`src/pkg/acs_pkg.sv`:
```
// Shared constants and types of the self-calibration sequencer.
package acs_pkg;

  // ****************************************
  // Clock and rate constants
  // ****************************************
  localparam int CORE_HZ = 200_000_000;
  localparam int MCLK_HZ = 2_457_600;
  localparam int MOD_HZ = 19_200;
  // Master clock is approximated from the core clock; the ratio is truncated.
  localparam int MCLK_DIV = CORE_HZ / MCLK_HZ;
  localparam int MOD_RATIO = MCLK_HZ / MOD_HZ;
  localparam int MOD_CYCLES = MCLK_DIV * MOD_RATIO;
  localparam int MCNT_W = 20;
  localparam int DECIM_W = 8;

  // ****************************************
  // Sequence lengths in output periods
  // ****************************************
  localparam int ZS_PERIODS = 3;
  localparam int FS_PERIODS = 3;
  localparam int CONV_PERIODS = 3;
  localparam int CAL_PERIODS = ZS_PERIODS + FS_PERIODS;
  localparam int READY_PERIODS = CAL_PERIODS + CONV_PERIODS;
  localparam int PCNT_W = 2;

  // ****************************************
  // Data widths, codes and reset values
  // ****************************************
  localparam int RAW_W = 24;
  localparam int DATA_W = 16;
  localparam int ARITH_W = 33;
  localparam int DIV_STEPS = ARITH_W;
  localparam int DCNT_W = 6;
  localparam int UNI_SHIFT = 16;
  localparam int BIP_SHIFT = 17;
  localparam logic [1:0] CAL_IDLE = 2'h0;
  localparam logic [1:0] CAL_SELF = 2'h1;
  localparam logic [DATA_W-1:0] MID_CODE = 16'h8000;
  localparam logic [DATA_W-1:0] MAX_CODE = 16'hffff;
  localparam logic [RAW_W-1:0] ZS_RST = 24'h000000;
  localparam logic [RAW_W-1:0] FS_RST = 24'h400000;
  localparam logic [ARITH_W-1:0] COEF_RST = 33'h000000400;
  localparam logic [DATA_W-1:0] DATA_RST = 16'h0000;

  typedef enum logic [3:0] {
    ST_IDLE = 4'h1,
    ST_ZS = 4'h2,
    ST_FS = 4'h4,
    ST_CONV = 4'h8
  } acs_state_e;

endpackage

```
`src/pkg/acs_rate_if.sv`:
```
// Interface carrying modulator and output-rate ticks between sequencer and rate generator.
`timescale 1ns/1ps
interface acs_rate_if;
  logic mod_tick;
  logic out_tick;
  logic restart;
  logic [7:0] decim;
  modport gen (output mod_tick, output out_tick, input restart, input decim);
  modport seq (input mod_tick, input out_tick, output restart, output decim);
endinterface

```
`src/core/acs_rate_gen.sv`:
```
// Modulator-cycle and output-period tick generator.
`timescale 1ns/1ps
module acs_rate_gen #(
  parameter int MOD_CYCLES = acs_pkg::MOD_CYCLES
) (
  input wire logic core_clk,
  input wire logic rst_b,
  input wire logic clk_en,
  acs_rate_if.gen rate
);
  import acs_pkg::*;

  logic [MCNT_W-1:0] mcnt;
  logic [MCNT_W-1:0] next_mcnt;
  logic [DECIM_W-1:0] pcnt;
  logic [DECIM_W-1:0] next_pcnt;
  logic [DECIM_W-1:0] plast;
  logic mod_tick;
  logic next_mod_tick;
  logic out_tick;
  logic next_out_tick;
  int gap;

  // ****************************************
  // Tick counters
  // ****************************************
  // A decimation ratio of zero is taken as one so the output never stalls.
  assign plast = (rate.decim == 8'h00) ? 8'h00 : rate.decim - 8'h01;

  always_comb
  begin
    next_mcnt = mcnt;
    next_pcnt = pcnt;
    next_mod_tick = mod_tick;
    next_out_tick = out_tick;
    if (clk_en)
    begin
      next_mod_tick = 1'b0;
      next_out_tick = 1'b0;
      if (rate.restart)
      begin
        next_mcnt = '0;
        next_pcnt = '0;
      end
      else if (mcnt == MCNT_W'(MOD_CYCLES - 1))
      begin
        next_mcnt = '0;
        next_mod_tick = 1'b1;
        if (pcnt >= plast)
        begin
          next_pcnt = '0;
          next_out_tick = 1'b1;
        end
        else
        begin
          next_pcnt = pcnt + 8'h01;
        end
      end
      else
      begin
        next_mcnt = mcnt + MCNT_W'(1);
      end
    end
  end

  always_ff @(posedge core_clk or negedge rst_b)
  begin
    if (!rst_b)
    begin
      mcnt <= '0;
      pcnt <= '0;
      mod_tick <= 1'b0;
      out_tick <= 1'b0;
    end
    else
    begin
      mcnt <= next_mcnt;
      pcnt <= next_pcnt;
      mod_tick <= next_mod_tick;
      out_tick <= next_out_tick;
    end
  end

  assign rate.mod_tick = mod_tick;
  assign rate.out_tick = out_tick;

  // ****************************************
  // Checks
  // ****************************************
  always_ff @(posedge core_clk or negedge rst_b)
  begin
    if (!rst_b)
      gap <= 0;
    else if (clk_en)
      gap <= rate.restart ? 0 : (mod_tick ? 1 : gap + 1);
  end
endmodule

```
`src/core/acs_cal_seq.sv`:
```
// Self-calibration sequencer of the sigma-delta converter control logic.
//
// Operation
// - Modulator ticks at master clock over 128; filter decimates to output rate.
// - Mode code 0,1 starts a self-calibration.
// - Zero-scale result goes to zero register, full-scale result to full register.
// - Offset and slope come from both points; 33-bit math, 16-bit result.
// - Unipolar zero-scale point uses both inputs shorted to internal bias.
// - Amplifier uses the selected gain during the zero-scale conversion.
// - Full-scale step converts reference over gain at the selected gain.
// - Calibration lasts three zero-scale plus three full-scale output periods.
// - Mode bits return to 0,0 when calibration ends.
// - Result-ready goes high at start, stays high until a new word.
// - Result-ready goes low nine output periods after the command.
// - Raising result-ready may take up to one modulator cycle.
// - Bipolar maps the shorted-input point to midscale.
// - Polarity changes only coding, not calibration points or input conditioning.
`timescale 1ns/1ps
module acs_cal_seq #(
  parameter int MOD_CYCLES = acs_pkg::MOD_CYCLES
) (
  input wire logic core_clk,
  input wire logic rst_b,
  input wire logic clk_en,
  input wire logic cal_wr,
  input wire logic [1:0] cal_wdata,
  input wire logic gain_sel_hi,
  input wire logic gain_sel_lo,
  input wire logic bipolar,
  input wire logic [acs_pkg::DECIM_W-1:0] decim_ratio,
  input wire logic [acs_pkg::RAW_W-1:0] conv_data,
  input wire logic data_read,
  output logic cal_mode_hi,
  output logic cal_mode_lo,
  output logic result_ready_n,
  output logic short_analog_in,
  output logic ref_div_gain,
  output logic [1:0] pga_gain,
  output logic [acs_pkg::RAW_W-1:0] zs_cal,
  output logic [acs_pkg::RAW_W-1:0] fs_cal,
  output logic [acs_pkg::DATA_W-1:0] data_out
);
  import acs_pkg::*;

  acs_state_e state;
  acs_state_e next_state;
  logic [PCNT_W-1:0] pcnt;
  logic [PCNT_W-1:0] next_pcnt;
  logic next_cal_mode_hi;
  logic next_cal_mode_lo;
  logic next_result_ready_n;
  logic next_short_analog_in;
  logic next_ref_div_gain;
  logic [1:0] next_pga_gain;
  logic [RAW_W-1:0] next_zs_cal;
  logic [RAW_W-1:0] next_fs_cal;
  logic [DATA_W-1:0] next_data_out;
  logic [ARITH_W-1:0] coef;
  logic [ARITH_W-1:0] next_coef;
  logic [RAW_W:0] rem;
  logic [RAW_W:0] next_rem;
  logic [DCNT_W-1:0] dcnt;
  logic [DCNT_W-1:0] next_dcnt;
  logic div_busy;
  logic next_div_busy;
  logic signed [RAW_W:0] span;
  logic [RAW_W+1:0] rem_try;
  logic cal_go;
  logic out_tick;

  acs_rate_if rate ();

  acs_rate_gen #(
    .MOD_CYCLES(MOD_CYCLES)
  ) u_rate (
    .core_clk(core_clk),
    .rst_b(rst_b),
    .clk_en(clk_en),
    .rate(rate)
  );

  // ****************************************
  // Calibrated code
  // ****************************************
  // Unipolar spans zero-scale to full-scale over the whole code range; bipolar
  // puts the zero-scale point at midscale and full-scale at the top.
  function automatic logic [DATA_W-1:0] acs_code(
    input logic [RAW_W-1:0] raw,
    input logic [RAW_W-1:0] zero,
    input logic [ARITH_W-1:0] k,
    input logic bip
  );
    logic signed [RAW_W:0] diff;
    logic signed [RAW_W+ARITH_W+1:0] prod;
    logic signed [RAW_W+ARITH_W+1:0] val;
    diff = $signed({1'b0, raw}) - $signed({1'b0, zero});
    prod = diff * $signed({1'b0, k});
    if (bip)
      val = (prod >>> BIP_SHIFT) + $signed({43'h0, MID_CODE});
    else
      val = prod >>> UNI_SHIFT;
    if (val < 0)
      return DATA_RST;
    else if (val > $signed({43'h0, MAX_CODE}))
      return MAX_CODE;
    else
      return val[DATA_W-1:0];
  endfunction

  // ****************************************
  // Sequencer
  // ****************************************
  // Only code 0,1 is acted on here; any other mode code leaves the block alone.
  assign cal_go = cal_wr && (cal_wdata == CAL_SELF);
  assign out_tick = rate.out_tick;
  assign rate.restart = cal_go;
  assign rate.decim = decim_ratio;
  assign span = $signed({1'b0, fs_cal}) - $signed({1'b0, zs_cal});
  assign rem_try = {rem, (dcnt == DCNT_W'(DIV_STEPS - 1))};

  always_comb
  begin
    next_state = state;
    next_pcnt = pcnt;
    next_cal_mode_hi = cal_mode_hi;
    next_cal_mode_lo = cal_mode_lo;
    next_result_ready_n = result_ready_n;
    next_zs_cal = zs_cal;
    next_fs_cal = fs_cal;
    next_data_out = data_out;
    next_coef = coef;
    next_rem = rem;
    next_dcnt = dcnt;
    next_div_busy = div_busy;
    next_pga_gain = pga_gain;
    if (clk_en)
    begin
      next_pga_gain = {gain_sel_hi, gain_sel_lo};
      if (div_busy)
      begin
        // Restoring division of two to the 32nd by the span, one bit a cycle.
        if (rem_try >= {1'b0, span[RAW_W:0]})
        begin
          next_rem = (RAW_W+1)'(rem_try - {1'b0, span[RAW_W:0]});
          next_coef = {coef[ARITH_W-2:0], 1'b1};
        end
        else
        begin
          next_rem = rem_try[RAW_W:0];
          next_coef = {coef[ARITH_W-2:0], 1'b0};
        end
        next_dcnt = dcnt - DCNT_W'(1);
        next_div_busy = (dcnt != '0);
      end
      if (cal_go)
      begin
        // Immediate rise is well inside the one modulator cycle allowed.
        next_state = ST_ZS;
        next_pcnt = '0;
        next_cal_mode_hi = CAL_SELF[1];
        next_cal_mode_lo = CAL_SELF[0];
        next_result_ready_n = 1'b1;
        next_div_busy = 1'b0;
      end
      else
      begin
        unique case (state)
          ST_IDLE:
          begin
            if (out_tick)
            begin
              next_data_out = acs_code(conv_data, zs_cal, coef, bipolar);
              next_result_ready_n = 1'b0;
            end
            else if (data_read)
            begin
              next_result_ready_n = 1'b1;
            end
          end
          ST_ZS:
          begin
            if (out_tick)
            begin
              if (pcnt == PCNT_W'(ZS_PERIODS - 1))
              begin
                next_zs_cal = conv_data;
                next_state = ST_FS;
                next_pcnt = '0;
              end
              else
              begin
                next_pcnt = pcnt + PCNT_W'(1);
              end
            end
          end
          ST_FS:
          begin
            if (out_tick)
            begin
              if (pcnt == PCNT_W'(FS_PERIODS - 1))
              begin
                next_fs_cal = conv_data;
                next_state = ST_CONV;
                next_pcnt = '0;
                next_cal_mode_hi = CAL_IDLE[1];
                next_cal_mode_lo = CAL_IDLE[0];
                next_div_busy = 1'b1;
                next_dcnt = DCNT_W'(DIV_STEPS - 1);
                next_rem = '0;
                next_coef = '0;
              end
              else
              begin
                next_pcnt = pcnt + PCNT_W'(1);
              end
            end
          end
          ST_CONV:
          begin
            // A span that is not positive leaves a zero slope rather than garbage.
            if (div_busy && span <= 0)
            begin
              next_div_busy = 1'b0;
              next_coef = '0;
            end
            if (out_tick)
            begin
              if (pcnt == PCNT_W'(CONV_PERIODS - 1))
              begin
                next_data_out = acs_code(conv_data, zs_cal, coef, bipolar);
                next_result_ready_n = 1'b0;
                next_state = ST_IDLE;
                next_pcnt = '0;
              end
              else
              begin
                next_pcnt = pcnt + PCNT_W'(1);
              end
            end
          end
        endcase
      end
    end
    // Input conditioning follows the step only; polarity plays no part.
    next_short_analog_in = (next_state == ST_ZS);
    next_ref_div_gain = (next_state == ST_FS);
  end

  always_ff @(posedge core_clk or negedge rst_b)
  begin
    if (!rst_b)
    begin
      state <= ST_IDLE;
      pcnt <= '0;
      cal_mode_hi <= CAL_IDLE[1];
      cal_mode_lo <= CAL_IDLE[0];
      result_ready_n <= 1'b1;
      short_analog_in <= 1'b0;
      ref_div_gain <= 1'b0;
      pga_gain <= 2'h0;
      zs_cal <= ZS_RST;
      fs_cal <= FS_RST;
      data_out <= DATA_RST;
      coef <= COEF_RST;
      rem <= '0;
      dcnt <= '0;
      div_busy <= 1'b0;
    end
    else
    begin
      state <= next_state;
      pcnt <= next_pcnt;
      cal_mode_hi <= next_cal_mode_hi;
      cal_mode_lo <= next_cal_mode_lo;
      result_ready_n <= next_result_ready_n;
      short_analog_in <= next_short_analog_in;
      ref_div_gain <= next_ref_div_gain;
      pga_gain <= next_pga_gain;
      zs_cal <= next_zs_cal;
      fs_cal <= next_fs_cal;
      data_out <= next_data_out;
      coef <= next_coef;
      rem <= next_rem;
      dcnt <= next_dcnt;
      div_busy <= next_div_busy;
    end
  end

  // ****************************************
  // Checks
  // ****************************************
  int per_cnt;
  logic cal_seen;

  always_ff @(posedge core_clk or negedge rst_b)
  begin
    if (!rst_b)
    begin
      per_cnt <= 0;
      cal_seen <= 1'b0;
    end
    else if (clk_en)
    begin
      if (cal_go)
      begin
        per_cnt <= 0;
        cal_seen <= 1'b1;
      end
      else
      begin
        if (out_tick && per_cnt < 15)
          per_cnt <= per_cnt + 1;
        if (!next_result_ready_n)
          cal_seen <= 1'b0;
      end
    end
  end
endmodule

```
`config.mk`:
```
export PLATFORM = sky130hd
export DESIGN_NAME = acs_cal_seq
export DESIGN_NICKNAME = d
export VERILOG_FILES = /design/src/pkg/acs_pkg.sv /design/src/pkg/acs_rate_if.sv /design/src/core/acs_rate_gen.sv /design/src/core/acs_cal_seq.sv
export SDC_FILE = /design/constraint.sdc
export NUM_CORES = 2
export LEC_CHECK = 0
export ABC_AREA = 1
export BUFFER_PORTS_ARGS = -buffer_cell sky130_fd_sc_hd__buf_2
export CORE_ASPECT_RATIO = 1.75
export CORE_UTILIZATION = 60
export CTS_BUF_LIST = sky130_fd_sc_hd__clkbuf_2
export CTS_CLUSTER_SIZE = 16
export DETAILED_ROUTE_END_ITERATION = 7
export MAX_ROUTING_LAYER = met4
export PLACE_DENSITY = 0.79
export SLEW_MARGIN = 0
export SYNTH_ARGS = -nofsm -noshare
export SYNTH_HDL_FRONTEND = slang
export SYNTH_SLANG_ARGS = --single-unit
```
`constraint.sdc`:
```
create_clock -name core_clk -period 23.2 [get_ports core_clk]
set_input_delay 1.16 -clock core_clk [delete_from_list [all_inputs] [get_ports core_clk]]
set_output_delay 1.16 -clock core_clk [all_outputs]
set_load 0.01 [all_outputs]
```
==> summary.md <==
## Synth
* **mux contribution to synthesized area** 0.0492%
* **flip-flop cell with the highest count after synthesis** dfrtp_1
* **async set or reset register ratio after synthesis** 100%
* **synthesized-area fraction occupied by adder cells** 44.7%
* **number of synthesized flops with an enable pin** 0
* **leading post-synthesis cells by instance count** 1221 x nand2_1, 1177 x inv_1, 712 x fa_1, 525 x nor2_1, 312 x ha_1
* **compound-gate portion of the synthesized area** 7.65%
* **post-synthesis sequential element count** 170
* **combinational family with the most area after synthesis** adder cells
* **synthesized net count** 6487
* **synth top area cells** fa_1 35%, nand2_1 11%, inv_1 11%, dfrtp_1 10%, ha_1 9.6%
* **post-synthesis instance area** 40700 sq um
* **Avg Synthesized Cell Area** 7.50 sq um
* **cell taking the most area after synthesis** fa_1
* **Syn Inst Count** 5421
* **most frequent cell after synthesis** nand2_1
* **xor-xnor portion of the synthesized cell area** 1.70%
* **portion of the post-synthesis area used by sequential elements** 10.5%
* **number of distinct library cells after synthesis** 58
* **fraction of post-synthesis cell area in the top cell type by area** 35.1%
* **synth warn** 0
* **area fraction in and, or, nand and nor cells after synthesis** 22.4%

## Cells and area
* **sequential cell area in the final layout** 4260 sq um
* **fraction of final layout cells with drive strength greater than 1** 6.21%
* **# nets final** 6463
* **Final Cell Area** 42200 sq um
* **filler cell count in the final layout** 6077
* **area growth from synthesis to final layout** 3.88%
* **area of the multi-input gates** 31100 sq um

## Floorplanning
* **number of rows in the core area** 125
* **floorplan core area** 66600 sq um
* **Initial Util** 61.0%
* **Die Y-Extent** 346 microns
* **Ports** 113
* **Die Footprint** 68800 sq um
* **horizontal die dimension** 199 microns

## Critical path
* **Crit path required time** 24.20 ns
* **crit path max-delay cell type** inv_1
* **family with the most delay on the worst path** adder cells
* **reg2reg path depth** 52
* **crit end category** flip-flop
* **Critical Path Start Type** flip-flop
* **Worst R2R Setup Slack** 11.21 ns
* **buffer and inverter count on the worst path** 8
* **reg2reg end** data_out[9]
* **delay of the slowest cell on the worst path** 0.93 ns
* **critical-path maximum fanout** 20
* **crit path DAT** 12.99 ns
* **path type of the worst setup path** flip-flop to flip-flop
* **cell occurring most often along the worst timing path** nand2_1
* **launching point of the worst reg2reg path** zs_cal[11]

## Clock tree
* **Clock transition at path regs** 0.32 ns
* **TritonCTS sink count** 170
* **H-tree depth** 4
* **Longest Clk Path Bufs** 2
* **buffers inserted by post-CTS timing repair** 0
* **number of buffers created by CTS** 17
* **clock latency of the later-clocked register in the worst-skew pair** 1.09 ns
* **root buf cell** clkbuf_2
* **hold-fix buffers at CTS** 0
* **clock tree from TritonCTS** yes
* **Post-CTS Resized** 0

## Timing
* **relative slew slack** 10.5%
* **final number of max-transition violations** 0
* **final worst clock skew** 0.0706 ns
* **sum of negative setup slack** 0 ns
* **final setup vio count** 0
* **Worst Max-Slew Pin Slew** 1.34 ns
* **highest clock rate** 83.4 MHz
* **RSZ-0062 raised after global routing** no
* **final clock period utilization by the worst path** 51.7%
* **shortest period the worst path allows** 11.99 ns
* **final-report hold violation count** 0

## Global route
* **vias in the first global route** 39096
* **maximum number of pins on one net before global-route repair** 96
* **global-route usage over all layers** 43.4%
* **global-route wire length before repair** 215000 microns
* **GRT Residual Overflow** 0
* **antenna violations before repair** 5

## Drt
* **number of iterations in the first detailed-routing pass** 7
* **post-detailed-routing wire length** 138000 microns
* **average detailed-routed wire length per instance** 22.0 microns
* **Iteration-0 DRC Markers** 2920
* **routed vias/inst** 5.85
* **total via count after detailed routing** 36909
* **count of nets left with antenna violations after detail routing** 0
* **remaining design rule violation count** 0

## Place
* **placed inst area** 41900 sq um
* **HPWL after detailed placement** 112000 microns
* **input/output buffers** 111
* **GP Congestion** 1.07

## Job
* **Max Cap Viol** 0

## Worst hold path
* **Hold WC Path Type** input port to async pin

## Status
* **status** completed

-- worst max-delay path by stage --
| stage | from | end | slack [ns] | cells past startpoint |
|---|---|---|---|---|
| after floorplan | conv_data[0] | data_out[10] | 13.28 | 53 |
| after global placement | conv_data[0] | data_out[14] | 10.77 | 54 |
| after detailed placement | conv_data[0] | data_out[1] | 10.86 | 52 |
| after CTS | zs_cal[11] | data_out[9] | 11.73 | 51 |
| after global routing | zs_cal[11] | data_out[9] | 10.54 | 52 |
| final | zs_cal[11] | data_out[9] | 11.21 | 52 |
-- sequential cells by signal (all words and copies together), names as in the netlist, 2 cells and up --
signal / flops
u_rate.pcnt: 8
rem: 25
coef: 33
zs_cal: 24
pcnt: 2
pga_gain: 2
data_out: 16
dcnt: 6
fs_cal: 24
state: 4
u_rate.mcnt: 20
-- routing by layer --
metal  vias to the layer above  wire, microns  track usage (%)
met5                         -              0                -
met4                         0          14900             37.5
met3                       841          12400             11.1
met2                      1957          68600             71.7
met1                     17860          42500             41.7
li1                      16251              -                -
-- layout by cell type, fill, tap and decap left out, drive strengths merged, types with 7 or more instances in the layout --
| cell type | n |
|---|---|
| o21a | 13 |
| nand2 | 1276 |
| inv | 1191 |
| nor4 | 13 |
| nand3 | 216 |
| nand3b | 8 |
| nor3 | 44 |
| o21ai | 240 |
| xnor2 | 33 |
| o211ai | 7 |
| nor2 | 553 |
| buf | 165 |
| ha | 312 |
| o22ai | 8 |
| clkinv | 23 |
| a21oi | 234 |
| or2 | 20 |
| o221ai | 13 |
| clkbuf | 17 |
| xor2 | 46 |
| o21bai | 15 |
| nand4 | 34 |
| dfrtp | 166 |
| fa | 712 |
| a21boi | 7 |
-- per-stage QoR --
| stage | hold WS [ns] | utilization [%] | worst slack, ns | instances |
|---|---|---|---|---|
| 4_1_cts | 0.0221 | 63.4 | 11.73 | 6299 |
| 3_5_place_dp | 0.454 | 62.9 | 10.86 | 6267 |
| 5_1_grt | 0.0160 | 63.4 | 10.54 | 6304 |
| 6_report | 0.0146 | 63.4 | 11.21 | 6305 |
| 2_1_floorplan | 0.435 | - | 13.28 | 5421 |
| 3_3_place_gp | 0.452 | 62.9 | 10.77 | 6267 |
-- layout make-up --
type / count / share of cell area [%]
diodes: 6 / 0.0356
clock buffers: 17 / 0.201
multi-input cells: 3843 / 73.6
well taps: 889 / 2.63
clock inverters: 15 / 0.465
inverters: 1200 / 10.7
repair buffers: 165 / 2.29
flip-flops and latches: 170 / 10.1
-- logic make-up (layout without fill, tap and decap cells) --
family,Yosys count,count (layout)
other,1,7
DFF,170,170
and+or+nand+nor,2169,2169
xor gates and xnor gates,79,79
AOI/OAI and AO/OA,568,568
muxes,2,2
adders and majority gates,1024,1024
buffers and inverters,1408,1397
-- worst register-to-register path, delay by kind of cell (launching register included) --
family / cells / cell delay [ns]
buffers and inverters: 8 / 1.57
AOI/OAI and AO/OA: 5 / 1.15
and+or+nand+nor: 30 / 4.21
adders and majority gates: 9 / 4.52
DFF: 1 / 0.46
Power is not shown: default switching activity piles up to over one toggle a cycle in this logic, so the estimate is an artifact.
